<file path="config.mk">
export PLATFORM = sky130hd
export DESIGN_NAME = pd_controller_flat
export DESIGN_NICKNAME = d
export VERILOG_FILES = /design/src/logic/pd_ctrl_pkg.sv /design/src/logic/pd_link_if.sv /design/src/logic/pd_controller.sv /design/src/flat_wrapper.sv
export SDC_FILE = /design/constraint.sdc
export NUM_CORES = 1
export LEC_CHECK = 0
export BUFFER_PORTS_ARGS = -buffer_cell sky130_fd_sc_hd__buf_2
export CAP_MARGIN = 20
export CORE_MARGIN = 2
export CORE_UTILIZATION = 45
export DETAILED_ROUTE_END_ITERATION = 12
export GPL_TIMING_DRIVEN = 0
export SKIP_CTS_REPAIR_TIMING = 1
export SLEW_MARGIN = 10
export SYNTH_ARGS = -nofsm -noshare
export SYNTH_HDL_FRONTEND = slang
export SYNTH_SLANG_ARGS = --single-unit
</file>
<file path="constraint.sdc">
create_clock -name sys_clk -period 1.8 [get_ports sys_clk]
set_input_delay 0.36 -clock sys_clk [delete_from_list [all_inputs] [get_ports sys_clk]]
set_output_delay 0.36 -clock sys_clk [all_outputs]
set_load 0.03 [all_outputs]
</file>
<file path="src/logic/pd_ctrl_pkg.sv">
// Package for the power-down control pair: commands, states, timing counts
// Assumes a single 25 MHz clock shared by both ends
// Contract
// Enter power-down on CKE low with NOP
// Controller keeps CKE high during busy operations
// CKE may drop during activate, precharge, refresh
// Unlocked DLL entry needs DLL reset afterwards
// All banks closed gives precharge, else active
// Entry disables buffers except clock, ODT, CKE, reset
// Controller sends NOP through tCPDED window
// Receivers turn off after tCPDED from entry
// Precharge with A12 zero: DLL off, slow exit
// Slow exit waits tXPDLL for DLL commands
// DLL stays on in active or A12 one
// Controller holds CKE low, reset high, clock stable
// Reset during power-down goes straight to reset
// Controller holds CKE low at least tCKE
// Power-down never exceeds nine refresh intervals; the controller holds CKE low for PD_MAX plus 2 cycles
// Exit on CKE high with NOP; hold tCKE
// Controller waits tXP or tXPDLL after exit
// Refresh between exit and entry waits tXP
// Re-entry waits tXPDLL from registered exit
// Early entry after refresh: NOP until tRFC
// No second CKE low within tRFC window
// Controller timers are counters from clock period
`default_nettype none
package pd_ctrl_pkg;
   // ----------------------------------------------------------------
   // Clock and timing
   // ----------------------------------------------------------------
   localparam int CLK_PERIOD_PS = 40000;       // 25 MHz
   localparam int T_CKE_NS      = 5;           // Least CKE pulse
   localparam int T_CPDED_NCK   = 1;           // Command pass delay, in clocks
   localparam int T_XP_NS       = 6;           // Exit to any command
   localparam int T_XPDLL_NS    = 24;          // Exit to DLL command
   localparam int T_RFC_NS      = 160;         // Refresh cycle time
   localparam int T_REFI_NS     = 7800;        // Refresh interval
   localparam int PD_MAX_REFI   = 9;           // Max power-down in intervals
   // Least times round up, longest round down
   localparam int CKE_CYC   = (T_CKE_NS * 1000 + CLK_PERIOD_PS - 1) / CLK_PERIOD_PS;
   localparam int CPDED_CYC = T_CPDED_NCK;
   localparam int XP_CYC    = (T_XP_NS * 1000 + CLK_PERIOD_PS - 1) / CLK_PERIOD_PS;
   localparam int XPDLL_CYC = (T_XPDLL_NS * 1000 + CLK_PERIOD_PS - 1) / CLK_PERIOD_PS;
   localparam int RFC_CYC   = (T_RFC_NS * 1000 + CLK_PERIOD_PS - 1) / CLK_PERIOD_PS;
   localparam int PDMAX_CYC = (PD_MAX_REFI * T_REFI_NS * 1000) / CLK_PERIOD_PS;
   localparam int CNT_W     = 16;              // Timer width
   // ----------------------------------------------------------------
   // Command encoding {cs_n, ras_n, cas_n, we_n}
   // ----------------------------------------------------------------
   typedef enum logic [3:0] {
      CMD_DES = 4'h8,
      CMD_NOP = 4'h7,
      CMD_ACT = 4'h3,
      CMD_PRE = 4'h2,
      CMD_REF = 4'h1,
      CMD_MRS = 4'h0,
      CMD_RD  = 4'h5,
      CMD_WR  = 4'h4
   } cmd_e;
   // Device power state, one-hot
   typedef enum logic [4:0] {
      DS_RESET = 5'h01,
      DS_IDLE  = 5'h02,
      DS_ENTER = 5'h04,
      DS_PDOWN = 5'h08,
      DS_EXIT  = 5'h10
   } dev_state_e;
   // Controller state, one-hot
   typedef enum logic [4:0] {
      CS_RUN   = 5'h01,
      CS_DROP  = 5'h02,
      CS_PD    = 5'h04,
      CS_RAISE = 5'h08,
      CS_WAIT  = 5'h10
   } ctl_state_e;
endpackage

`default_nettype wire

</file>
<file path="src/logic/pd_link_if.sv">
// Interface carrying clock-enable, reset and command between both ends
// Assumes both ends run on sys_clk
`timescale 1ns/1ps
`default_nettype none
interface pd_link_if;
   import pd_ctrl_pkg::*;
   logic cke;        // Clock enable
   logic resetN;     // Memory reset, active low
   cmd_e cmd;        // Command bus
   logic odt;        // Termination request
   modport ctl (output cke, output resetN, output cmd, output odt);
   modport dev (input cke, input resetN, input cmd, input odt);
endinterface // pd_link_if
`default_nettype wire

</file>
<file path="src/logic/pd_controller.sv">
// Controller end: drives CKE, reset and commands with power-down timing
// Assumes user requests arrive synchronous to sys_clk
`timescale 1ns/1ps
`default_nettype none
module pd_controller #(
   parameter int PD_MAX = pd_ctrl_pkg::PDMAX_CYC   // Power-down limit, cycles
) (
   input  wire logic   sys_clk,
   input  wire logic   resetn,
   pd_link_if.ctl      link,
   input  wire logic   pdReq,        // Request power-down
   input  wire logic   busy,         // Burst, MRS, ZQ or DLL lock in progress
   input  wire logic   refReq,       // Request refresh
   input  wire logic   slowExit,     // Device in slow-exit mode
   input  wire logic   memReset,     // Assert memory reset
   output logic        pdActive,     // Link in power-down
   output logic        cmdReady,     // Any command allowed
   output logic        dllCmdReady   // DLL commands allowed
);
   import pd_ctrl_pkg::*;
   ctl_state_e state_ff;
   logic [CNT_W-1:0] cnt_ff;         // State timer
   logic [CNT_W-1:0] sinceExit_ff;   // Cycles from exit
   logic [CNT_W-1:0] sinceRef_ff;    // Cycles from refresh
   logic pdLong;
   assign pdLong = cnt_ff >= CNT_W'(PD_MAX - 1);

   // ----------------------------------------------------------------
   // Sequencer
   // ----------------------------------------------------------------
   always_ff @(posedge sys_clk) begin
      if (!resetn) begin
         state_ff <= CS_RUN;
      end else begin
         case (state_ff)
            CS_RUN: begin
               // Entry only when idle, re-entry and refresh windows met
               if (pdReq && !busy && !refReq && !memReset &&
                   sinceExit_ff >= CNT_W'(XPDLL_CYC) &&
                   sinceRef_ff >= CNT_W'(RFC_CYC)) begin
                  state_ff <= CS_DROP;
               end
            end
            CS_DROP: if (cnt_ff >= CNT_W'(CPDED_CYC)) state_ff <= CS_PD;
            CS_PD: begin
               // Hold tCKE, leave on request or limit
               if (cnt_ff >= CNT_W'(CKE_CYC) && (!pdReq || pdLong || memReset)) begin
                  state_ff <= CS_RAISE;
               end
            end
            CS_RAISE: if (cnt_ff >= CNT_W'(CKE_CYC - 1)) state_ff <= CS_WAIT;
            CS_WAIT: begin
               // Exit latency, and tRFC after early entry
               if (cnt_ff >= CNT_W'(XP_CYC) && sinceRef_ff >= CNT_W'(RFC_CYC)) begin
                  state_ff <= CS_RUN;
               end
            end
            default: state_ff <= CS_RUN;
         endcase
      end
   end

   // Timers from clock period
   always_ff @(posedge sys_clk) begin
      if (!resetn) begin
         cnt_ff <= '0;
      end else if ((state_ff == CS_RUN) ||
                   (state_ff == CS_DROP && cnt_ff >= CNT_W'(CPDED_CYC)) ||
                   (state_ff == CS_RAISE && cnt_ff >= CNT_W'(CKE_CYC - 1))) begin
         cnt_ff <= '0;
      end else if (state_ff == CS_PD && cnt_ff >= CNT_W'(CKE_CYC) &&
                   (!pdReq || pdLong || memReset)) begin
         cnt_ff <= '0;
      end else if (cnt_ff != '1) begin
         cnt_ff <= cnt_ff + CNT_W'(1);
      end
   end

   always_ff @(posedge sys_clk) begin
      if (!resetn || state_ff == CS_RAISE) begin
         sinceExit_ff <= '0;                 // Counted from registered exit
      end else if (sinceExit_ff != '1) begin
         sinceExit_ff <= sinceExit_ff + CNT_W'(1);
      end
   end

   always_ff @(posedge sys_clk) begin
      if (!resetn) begin
         sinceRef_ff <= CNT_W'(RFC_CYC);
      end else if (link.cmd == CMD_REF) begin
         sinceRef_ff <= '0;
      end else if (sinceRef_ff != '1) begin
         sinceRef_ff <= sinceRef_ff + CNT_W'(1);
      end
   end

   // ----------------------------------------------------------------
   // Link drive, all registered
   // ----------------------------------------------------------------
   always_ff @(posedge sys_clk) begin
      if (!resetn) begin
         link.cke    <= 1'b0;
         link.resetN <= 1'b0;
         link.cmd    <= CMD_NOP;
         link.odt    <= 1'b0;
         pdActive    <= 1'b0;
         cmdReady    <= 1'b0;
         dllCmdReady <= 1'b0;
      end else begin
         link.resetN <= !memReset;            // High unless memReset, which drops it even in power-down
         link.odt    <= 1'b0;                 // Kept at valid level
         // CKE low from drop through power-down
         link.cke    <= !(state_ff == CS_DROP || state_ff == CS_PD);
         // Refresh only in run, after tXP has passed
         // No back-to-back refresh while the counter has not yet seen the first
         if (state_ff == CS_RUN && refReq && sinceExit_ff >= CNT_W'(XP_CYC) &&
             sinceRef_ff >= CNT_W'(RFC_CYC) && link.cmd != CMD_REF) begin
            link.cmd <= CMD_REF;
         end else begin
            link.cmd <= CMD_NOP;              // NOP around entry and exit
         end
         pdActive    <= (state_ff == CS_PD);
         cmdReady    <= (state_ff == CS_RUN);
         // DLL commands wait tXPDLL on slow exit
         dllCmdReady <= (state_ff == CS_RUN) &&
                        (!slowExit || sinceExit_ff >= CNT_W'(XPDLL_CYC));
      end
   end
endmodule // pd_controller
`default_nettype wire

</file>
<file path="src/flat_wrapper.sv">
// flat-port wrapper written by rule: the top's interface ports become plain ports
module pd_controller_flat import pd_ctrl_pkg::*;
#(
   parameter int PD_MAX = pd_ctrl_pkg::PDMAX_CYC                              
)
  (sys_clk, resetn, pdReq, busy, refReq, slowExit, memReset, pdActive, cmdReady, dllCmdReady, link_cke, link_resetN, link_cmd, link_odt);
  pd_link_if link_i ();
  input  wire logic sys_clk;
  input  wire logic resetn;
  input  wire logic pdReq;
  input  wire logic busy;
  input  wire logic refReq;
  input  wire logic slowExit;
  input  wire logic memReset;
  output logic pdActive;
  output logic cmdReady;
  output logic dllCmdReady;
  output wire logic [$bits(link_i.cke)-1:0] link_cke;
  output wire logic [$bits(link_i.resetN)-1:0] link_resetN;
  output wire logic [$bits(link_i.cmd)-1:0] link_cmd;
  output wire logic [$bits(link_i.odt)-1:0] link_odt;
  assign link_cke = link_i.cke;
  assign link_resetN = link_i.resetN;
  assign link_cmd = link_i.cmd;
  assign link_odt = link_i.odt;
  pd_controller #(.PD_MAX(PD_MAX)) u_core (.sys_clk(sys_clk), .resetn(resetn), .link(link_i), .pdReq(pdReq), .busy(busy), .refReq(refReq), .slowExit(slowExit), .memReset(memReset), .pdActive(pdActive), .cmdReady(cmdReady), .dllCmdReady(dllCmdReady));
endmodule
</file>
# Word-level counts from Yosys, hierarchy flattened
# Cells that the tools add are included.
# totals
regBits,62
latch_bits,0
mem_bits_rw,0
rom_bits,0
inputBits,7
mem_count,0
# op_classes
n_addsub,3
multipliers,0
div,0
magnitude_cmp,5
n_eq_ne,15
shift,0
muxes,9
n_bitwise,1
reduce_logical,34
# op_table
op,count
"16-bit by 1-bit adder with 16-bit output, second input constant",3
"16-bit by 1-bit >= comparator with 1-bit output, second input constant",3
"16-bit != test, second input constant",3
5-bit 2-to-1 mux,5
5-bit case mux with 5 select lines,1
"16-bit by 11-bit >= comparator with 1-bit output, second input constant",1
"16-bit by 3-bit >= comparator with 1-bit output, second input constant",1
1-bit logical AND,16
"2-bit by 1-bit != test with 1-bit output, second input constant",5
3-bit 2-to-1 mux,3
1-bit zero test,7
1-bit logical OR,7
"5-bit by 1-bit == test with 1-bit output, second input constant",1
"5-bit by 2-bit == test with 1-bit output, second input constant",1
"5-bit by 3-bit == test with 1-bit output, second input constant",1
"5-bit by 4-bit == test with 1-bit output, second input constant",1
"5-bit == test, second input constant",1
5-bit AND reduction,1
"4-bit by 1-bit == test with 1-bit output, second input constant",1
"4-bit by 1-bit != test with 1-bit output, second input constant",1
3-bit OR reduction,1
2-bit nonzero test,1
2-bit OR reduction,1
1-bit inverter,1

# Logic depth before layout (Yosys ltp)
# Gate-level depths: netlist (run 1).
# depth
word_depth,8
depth_mapped,9
depth_no_buf,8

# Least setup slack after synthesis (run 1)
# No wires, ideal clock.
# synth_path
path_kind,reg-to-reg
start,register u_core.cnt_ff[0]
end,register u_core.cnt_ff[4]
setup_ns,0.064
arrival_ns,1.934
required_time_ns,1.736
setup_slack_ns,-0.198
stages_incl_launch_ff,10
path_buffers,1
synth_period_minus_slack_ns,1.998
cell_sequence,dfxtp_1 > inv_1 > ha_1 > o311ai_1 > a2111oi_0 > and4bb_1 > o21ai_1 > a211o_4 > buf_6 > nor2_1
# synth_between
elab_chain_len,5
# synth_lines
element,line_no,source
"start, declared",pd_controller.sv:22,logic [CNT_W-1:0] cnt_ff;
"start signal, assigned",pd_controller.sv:75,cnt_ff <= cnt_ff + CNT_W'(1);
16-bit by 11-bit >= comparator with 1-bit output / 16-bit by 1-bit >= comparator with 1-bit output (equally long branches),"pd_controller.sv:26, pd_controller.sv:68, pd_controller.sv:71",
1-bit logical OR / 1-bit logical AND (equally long branches),"pd_controller.sv:72, pd_controller.sv:68",
"1-bit logical OR, on equally long branches","pd_controller.sv:72, pd_controller.sv:67",
1-bit logical AND / 1-bit logical OR (equally long branches),"pd_controller.sv:71, pd_controller.sv:68",
3-bit OR reduction (no line),--,
# Parallel ways exist; a longest one is shown, timed or not.
# A chain may end at the register's enable or synchronous reset.

# Worst setup path after layout (run 1)
# layout_path
start,register u_core.cnt_ff[0]
end,register u_core.cnt_ff[6]
# Same word-level chain as after synthesis.

==> results of run 1 <==
[through the flow]
step / hold WS, ns / cells
final: 0.198 / 460
after global routing: 0.215 / 460
after CTS: 0.185 / 442
after detailed placement: 0.496 / 429
after global placement: 0.484 / 429
after floorplan: 0.432 / 340
[sequential cells by signal, summed over array words and instances, names as in the netlist]
register / count
u_core.cnt_ff: 16
u_core.dllCmdReady: 1
u_core.cmdReady: 1
u_core.pdActive: 1
u_core.sinceExit_ff: 16
u_core.link.cmd: 1
u_core.link.cke: 1
u_core.sinceRef_ff: 16
u_core.state_ff: 5
u_core.link.resetN: 1
[worst paths after layout]
kind | depth (start not counted) | to | slack, ns
hold reg to reg | 2 | u_core.sinceRef_ff[5]$_SDFFE_PP0P_ | 0.51
setup reg to reg | 9 | u_core.cnt_ff[6]$_SDFFE_PP0P_ | -0.24
setup / recovery | 9 | u_core.cnt_ff[6]$_SDFFE_PP0P_ | -0.24
hold / removal | 2 | u_core.dllCmdReady$_SDFF_PN0_ | 0.20
[placed cells by master (no fill, tap or decap), drive strengths merged, types with 2 or more instances in the layout]
cell    synthesis  final
o21ai          10     10
xor2           22     22
ha              9      9
and3           16     16
clkbuf          3     18
conb            2      3
nor3b           3      3
xnor2          11     11
inv            15     15
mux2i           4      4
dfxtp          59     59
or3             3      3
nor3            6      6
a21oi          14     14
nand2          20     20
and2            3      3
buf             9     37
and4            8      8
nand3          24     24
nor4           10     10
nor2           51     51
nand4b          4      4
nand3b          2      2
nand4          14     14
nor4b           3      3
[power by group through the flow]
stage,sequential (uW),clock [uW],combinational [uW]
after floorplan,1520,0,393
after global placement,1490,0,565
after detailed placement,1490,0,566
after CTS,1460,1060,570
after global routing,1470,1110,866
final,1460,1030,799
[cell type report]
class,count,area share (%)
Sequential cell,59,32.8
Timing Repair Buffer,30,6.46
Clock buffer,13,4.23
Inverter,15,1.56
Tap cell,77,2.56
Multi-Input combinational cell,254,49.6
Buffer,12,2.83
[kinds of logic (layout without fill, tap and decap cells)]
kind of cell             count (synthesis)  in the layout  synth area share (%)
AO/OA/AOI/OAI                           33             33                  6.85
XOR/XNOR                                33             33                  9.82
adder cells (fa/ha/maj)                  9              9                  3.83
buffers and inverters                   27             70                  5.14
flip-flops                              59             59                  40.1
multiplexers                             4              4                  1.36
other                                    2              3                 0.255
AND/OR/NAND/NOR                        172            172                  32.6
[worst max-delay path, stage by stage (launching register included)]
cell and delay, ns:
dfxtp_4 0.37, inv_4 0.04, ha_4 0.15, o311ai_4 0.24
a2111oi_2 0.11, and4bb_1 0.33, o21ai_2 0.07, a211o_4 0.38
buf_12 0.14, nor3_2 0.12
[per-layer routing]
layer,up-vias,track usage (%),routed length (um)
li1,1275,-,-
met1,1140,21.5,3010
met2,28,27.0,2940
met3,8,4.28,160
met4,0,6.93,89
met5,-,0,0
==> impl_metrics.tcl, run 1 <==
set metrics [dict create \
    power_leakage_uw 0.00142 \
    cts_tree "done" \
    setup_slack_ns -0.236 \
    grt_max_degree 11 \
    gp_congestion 0.813 \
    synth_top_area_share_pct 40.1 \
    status "complete, but fails checks" \
    numCtsBuffers 9 \
    grt_use_total_pct 16.8 \
    htreeDepth 3 \
    rsz0062_at_grt "true" \
    clk_latency_ns 0.34 \
    maxCapViolCount 0 \
    num_io_pins 17 \
    hold_violations 0 \
    synth.distinct_cells 50 \
    drt-initial-drc-count 67 \
    num_vias 2451 \
    grt_pass1_wl_um 9730 \
    slew_violations 0 \
    drc 0 \
    n_antenna_cell 0 \
    area_growth_pct 27.7 \
    post-synth-top-area-cell "dfxtp_1" \
    path_clk_slew_ns 0.07 \
    peakVddDrop_mv 0.483 \
    synth_common_cells "dfxtp_1 (59), nor2_1 (51), nand3_1 (23)" \
    hold_path_class "in -> reg" \
    min_period_ns 2.04 \
    final_core_util_pct 59.2 \
    layout-drive-gt1-share_pct 30.3 \
    powerDensity_mw_per_mm2 876 \
    path_max_fanout 6 \
    finalInstanceArea_mm2 0.00376 \
    row_count 29 \
    viasPerCell 5.33 \
    p_total_uw 3290 \
    ys.flop_type "dfxtp_1" \
    p_sw_uw 1010 \
    regArea_mm2 0.00123 \
    fmax_mhz 491 \
    nets 397 \
    antenna_found_initial 0 \
    p_int_uw 2280 \
    min_period_over_period_pct 113 \
    power_frac_clock_pct 31.3 \
    place_area_mm2 0.00311 \
    clockBufferDepth 2 \
    switching_share_pct 30.6 \
    critPathRequiredTime_ns 2.06 \
    cp-startpoint "u_core.cnt_ff[0]$_SDFFE_PP0P_" \
    synth-seq-cells 59 \
    rr_startpoint "u_core.cnt_ff[0]$_SDFFE_PP0P_" \
    cts_sinks 59 \
    dpl.hpwl_um 4140 \
    root_buffer "clkbuf_8" \
    violations "setup timing" \
    fillers 553 \
    synth_most_common_cell "dfxtp_1" \
    multiInputGateArea_mm2 0.00186 \
    ys_seq_area_share_pct 40.1 \
    syn_inst 339 \
    overflow 0 \
    wl_um 6210 \
    pre_cts_slack_ns -0.329 \
    synth_warnings 0 \
    synth_edf_count 0 \
    worstSetupStartpointType "flip-flop" \
    chipWidth_um 84.9 \
    arrival_ns 2.30 \
    grt_pass1_vias 2170 \
    crit_path_end_kind "flip-flop" \
    core_area_mm2 0.00635 \
    p_seq_share_pct 44.4 \
    die_area_mm2 0.00720 \
    final_antenna_net_count 0 \
    setup_viol 20 \
    drt_pre_antenna_iters 4 \
    skew_ns 0.0105 \
    setup-tns-final_ns -3.47 \
    async_reset_ff_share_pct 0 \
    avgSynthCellArea_um2 8.68 \
    fp.dieH_um 84.9 \
    start_util_pct 46.3 \
    p_comb_share_pct 24.3 \
    io_buffers 12 \
    hold_start "slowExit" \
    worst-setup-path-type "reg -> reg" \
    synthesis.area_mm2 0.00294 \
    wl_per_cell_um 13.5 \
    ys_top_cells_by_area "dfxtp_1 (40%), xor2_1 (6.5%), nor2_1 (6.5%)" \
]
No activity file was read; power rests on OpenSTA's default activity.
==> inputs of run 2 (changes only) <==
CORE_MARGIN = unset   (was 2)
==> run 2 against run 1 <==
Against the previous run:
- the run still ends with setup timing left
- clock power up 31%
- hold slack better by 0.010 ns
- critical path type unchanged
- fmax down 1.1%
==> impl_metrics.tcl, run 2 (same netlist as run 1, synthesis figures left out) <==
set metrics [dict create \
    row_count 29 \
    setup_viol 22 \
    skew_ns 0.00645 \
    area_growth_pct 28.4 \
    hold_slack_ns 0.208 \
    start_util_pct 46.6 \
    p_comb_share_pct 21.6 \
    power_frac_clock_pct 37.6 \
    clockBufferDepth 2 \
    p_int_uw 2570 \
    arrival_ns 2.33 \
    num_io_pins 17 \
    grt_pass1_vias 2161 \
    pre_cts_slack_ns -0.350 \
    layout-drive-gt1-share_pct 31.5 \
    setup-tns-final_ns -3.54 \
    cts_tree "done" \
    peakVddDrop_mv 0.772 \
    num_vias 2476 \
    clk_latency_ns 0.33 \
    p_total_uw 3600 \
    wl_per_cell_um 13.8 \
    path_clk_slew_ns 0.06 \
    drc 0 \
    grt_use_total_pct 17.7 \
    rsz0062_at_grt "true" \
    power_leakage_uw 0.00143 \
    io_buffers 12 \
    p_sw_uw 1030 \
    grt_max_degree 11 \
    grt_pass1_wl_um 9840 \
    antenna_found_initial 0 \
    gp_congestion 0.808 \
    reg_top3 "u_core.cnt_ff x16, u_core.sinceExit_ff x16, u_core.sinceRef_ff x16" \
    status "complete, but fails checks" \
    fmax_mhz 486 \
    overflow 0 \
    n_antenna_cell 0 \
    powerDensity_mw_per_mm2 954 \
    switching_share_pct 28.5 \
    drt_pre_antenna_iters 4 \
    htreeDepth 3 \
    min_period_ns 2.06 \
    drt-initial-drc-count 81 \
    r2r_setup_slack_ns -0.26 \
    nets 392 \
    setup_slack_ns -0.258 \
    core_area_mm2 0.00631 \
    worstSetupStartpointType "flip-flop" \
    die_area_mm2 0.00687 \
    crit_path_end_kind "flip-flop" \
    viasPerCell 5.41 \
    layout.cells.most_common "nor2_1" \
    wl_um 6340 \
    maxCapViolCount 0 \
    slew_violations 0 \
    critPathRequiredTime_ns 2.07 \
    most-common-layout-cells "nor2_1 (41), dfxtp_1 (35), xor2_1 (22), nand3_1 (21), nand2_1 (17)" \
    path_max_fanout 7 \
    root_buffer "clkbuf_8" \
    numCtsBuffers 9 \
    chipWidth_um 82.9 \
    dpl.hpwl_um 4060 \
    p_seq_share_pct 40.9 \
    fp.dieH_um 82.9 \
    worst-setup-path-type "reg -> reg" \
    hold_violations 0 \
    cts_sinks 59 \
    violations "setup timing" \
    hold_path_class "in -> reg" \
    min_period_over_period_pct 114 \
    final_antenna_net_count 0 \
]
## run 2: metrics by stage
stage	utilization, %	instance area [um^2]	cells
final	59.8	3780	458
after global routing	59.8	3780	458
after CTS	52.9	3340	445
after detailed placement	49.3	3110	429
after global placement	49.3	3110	429
after floorplan	-	2960	340
## run 2: path summary, 6_finish.rpt
path | start | to | cells past startpoint
worst max-delay path | u_core.cnt_ff[0]$_SDFFE_PP0P_ | u_core.cnt_ff[12]$_SDFFE_PP0P_ | 9
worst min-delay path | slowExit | u_core.dllCmdReady$_SDFF_PN0_ | 2
worst max register to register | u_core.cnt_ff[0]$_SDFFE_PP0P_ | u_core.cnt_ff[12]$_SDFFE_PP0P_ | 9
worst min register to register | u_core.sinceExit_ff[4]$_SDFFE_PP0P_ | u_core.sinceExit_ff[4]$_SDFFE_PP0P_ | 2
## run 2: power groups by stage
stage | Clock (uW) | Sequential (uW) | Combinational [uW]
finish | 1350 | 1470 | 777
global route | 1460 | 1490 | 849
CTS | 1390 | 1460 | 566
detailed placement | 0 | 1490 | 563
global placement | 0 | 1490 | 564
floorplan | 0 | 1520 | 393
## run 2: layout make-up
class | count | area (um^2)
buffer | 12 | 110
clock buffer | 11 | 151
clock inverter | 5 | 75.1
fill | 589 | 2540
inverter | 15 | 58.8
multi-input combinational | 254 | 1850
sequential | 59 | 1230
tap | 77 | 96.3
timing repair buffer | 25 | 204
## run 2: metal layers
| layer | share of wire (%) | wire [um] | GRT usage (%) | vias up |
|---|---|---|---|---|
| li1 | - | - | - | 1266 |
| met1 | 46 | 2890 | 21.8 | 1168 |
| met2 | 50 | 3190 | 29.5 | 35 |
| met3 | 3.2 | 205 | 5.47 | 7 |
| met4 | 0.85 | 54 | 5.17 | 0 |
| met5 | 0 | 0 | 0 | - |
## run 2: critical path, stage by stage, from the launching register on
cell and delay [ns]:
dfxtp_4 0.38, inv_4 0.04, ha_4 0.15, o311ai_4 0.23, a2111oi_2 0.11, and4bb_2 0.34
o21ai_2 0.06, a211o_4 0.40, clkbuf_16 0.19, nor2_4 0.09
==> inputs of run 3 (changes only) <==
CELL_PAD_IN_SITES_DETAIL_PLACEMENT = 1   (was unset)
CELL_PAD_IN_SITES_GLOBAL_PLACEMENT = 1   (was unset)
CORE_UTILIZATION = 42   (was 45)
PLACE_DENSITY_LB_ADDON = 0.1   (was unset)
SKIP_LAST_GASP = 1   (was unset)
==> run 3 against run 2 <==
Against the previous run:
- the run still ends with setup timing left
- global-route usage rose by 2.7 points
- worst setup slack improved by 0.0034 ns
- first-iteration DRC count fell by 8.6%
- largest cell class unchanged
- largest power group unchanged
- highest routed layer unchanged
==> impl_metrics.tcl, run 3 (same netlist as run 1, synthesis figures left out) <==
set metrics [dict create \
    overflow 0 \
    path_max_fanout 5 \
    grt_pass1_vias 2337 \
    gp_congestion 0.765 \
    skew_ns 0.00531 \
    slew_headroom_pct 59.5 \
    drt-initial-drc-count 74 \
    min_period_ns 2.05 \
    area_growth_pct 32.3 \
    peakVddDrop_mv 0.601 \
    wl_um 7990 \
    fillers 780 \
    r2r_end "u_core.cnt_ff[6]$_SDFFE_PP0P_" \
    chipWidth_um 85.7 \
    maxCapViolCount 0 \
    path_clk_slew_ns 0.07 \
    hold_violations 0 \
    slowest_delay_ns 0.56 \
    cp_slowest_cell "nor4_1" \
    row_count 30 \
    r2r_cells 6 \
    finalInstanceArea_mm2 0.00389 \
    antenna_found_initial 0 \
    rsz0062_at_grt "true" \
    core_area_mm2 0.00679 \
    crit_path_cell_trace "nor4_1 -> and4bb_1 -> o21ai_2 -> a211o_4 -> buf_12 -> nor3_2" \
    drt_pre_antenna_iters 4 \
    setup_viol 29 \
    wl_per_cell_um 16.4 \
    layout.cells.most_common "nor2_1" \
    grt_use_total_pct 20.4 \
    drc 0 \
    nets 401 \
    setup-tns-final_ns -4.45 \
    layout-drive-gt1-share_pct 31.5 \
    slew_violations 0 \
    io_buffers 12 \
    min_period_over_period_pct 114 \
    reg_top3 "u_core.cnt_ff x16, u_core.sinceExit_ff x16, u_core.sinceRef_ff x16" \
    r2r_setup_slack_ns -0.25 \
    die_area_mm2 0.00735 \
    clk_latency_ns 0.34 \
    crit_path_end_kind "flip-flop" \
    whs_endpoint "u_core.dllCmdReady$_SDFF_PN0_" \
    n_antenna_cell 0 \
    root_buffer "clkbuf_8" \
    clockBufferDepth 2 \
    rr_startpoint "u_core.cnt_ff[12]$_SDFFE_PP0P_" \
    whs_path_depth 2 \
    pre_cts_slack_ns -0.413 \
    numCtsBuffers 9 \
    cts_sinks 59 \
    multiInputGateArea_mm2 0.00188 \
    grt_max_degree 11 \
    htreeDepth 3 \
    worstSetupStartpointType "flip-flop" \
    dpl.hpwl_um 4880 \
    num_vias 2606 \
    critPathRequiredTime_ns 2.07 \
    place_area_mm2 0.00314 \
    most-common-layout-cells "nor2_1 (41), dfxtp_1 (36), nand3_1 (22), xor2_1 (21), buf_4 (21)" \
    num_io_pins 17 \
    worst-setup-path-type "reg -> reg" \
    fp.dieH_um 85.7 \
    start_util_pct 43.3 \
    cp-startpoint "u_core.cnt_ff[12]$_SDFFE_PP0P_" \
    regArea_mm2 0.00123 \
    grt_pass1_wl_um 11600 \
    viasPerCell 5.36 \
    hold_slack_ns 0.189 \
    arrival_ns 2.33 \
    status "complete, but fails checks" \
    powerDensity_mw_per_mm2 938 \
    violations "setup timing" \
    fmax_mhz 487 \
    worst_pin_slew_ns 0.602 \
    cts_tree "done" \
    power_leakage_uw 0.00146 \
    hold_path_class "in -> reg" \
    final_antenna_net_count 0 \
    hold_start "slowExit" \
    setup_slack_ns -0.255 \
]
[run 3: changes by cell type in the layout (fill, tap and decap cells not counted), moves of 2 or more]
cell and delta:
nor2_4 +3, clkinv_2 -2, nor2_2 -3, clkbuf_16 +2
nand3_2 -2, buf_4 +8, a21oi_2 -2
[run 3: routing by layer]
layer,vias to the layer above,GRT usage [%],wire length (um)
met4,0,6.36,95
li1,1287,-,-
met3,7,6.64,200
met2,25,31.7,4140
met1,1287,26.8,3560
met5,-,0,0
[run 3: cell type report]
type                            instances  share of cell area (%)
Multi-Input combinational cell        254                    48.2
Sequential cell                        59                    31.6
Timing Repair Buffer                   34                    7.04
Clock buffer                           13                    4.63
Tap cell                               96                    3.09
Buffer                                 12                    2.83
Inverter                               15                    1.51
Clock inverter                          3                    1.09
[run 3: power by group]
| group | internal (uW) | switching [uW] |
|---|---|---|
| Sequential | 1380 | 87.6 |
| Clock | 797 | 548 |
| Combinational | 362 | 470 |
| Total | 2540 | 1110 |
[run 3: worst max-delay path by stage]
| stage | cells after the start | to | slack, ns |
|---|---|---|---|
| global placement | 7 | u_core.cnt_ff[0]$_SDFFE_PP0P_ | -0.32 |
| finish | 6 | u_core.cnt_ff[6]$_SDFFE_PP0P_ | -0.25 |
| CTS | 7 | u_core.cnt_ff[12]$_SDFFE_PP0P_ | -0.43 |
| global route | 6 | u_core.cnt_ff[6]$_SDFFE_PP0P_ | -0.37 |
| floorplan | 9 | u_core.cnt_ff[0]$_SDFFE_PP0P_ | -0.07 |
| detailed placement | 7 | u_core.cnt_ff[12]$_SDFFE_PP0P_ | -0.41 |
[run 3: per-stage QoR]
| stage | std cells | utilization (%) | power (uW) |
|---|---|---|---|
| CTS | 464 | 49.5 | 3420 |
| global route | 486 | 57.3 | 3810 |
| global placement | 448 | 46.2 | 2060 |
| detailed placement | 448 | 46.2 | 2080 |
| floorplan | 340 | - | 1910 |
| finish | 486 | 57.3 | 3650 |
[run 3: critical path, delay by kind of cell, from the launching register on]
family	cells	cell delay, ns
AO/OA/AOI/OAI	2	0.46
buffers and inverters	1	0.15
flip-flops	1	0.35
AND/OR/NAND/NOR	3	1.02
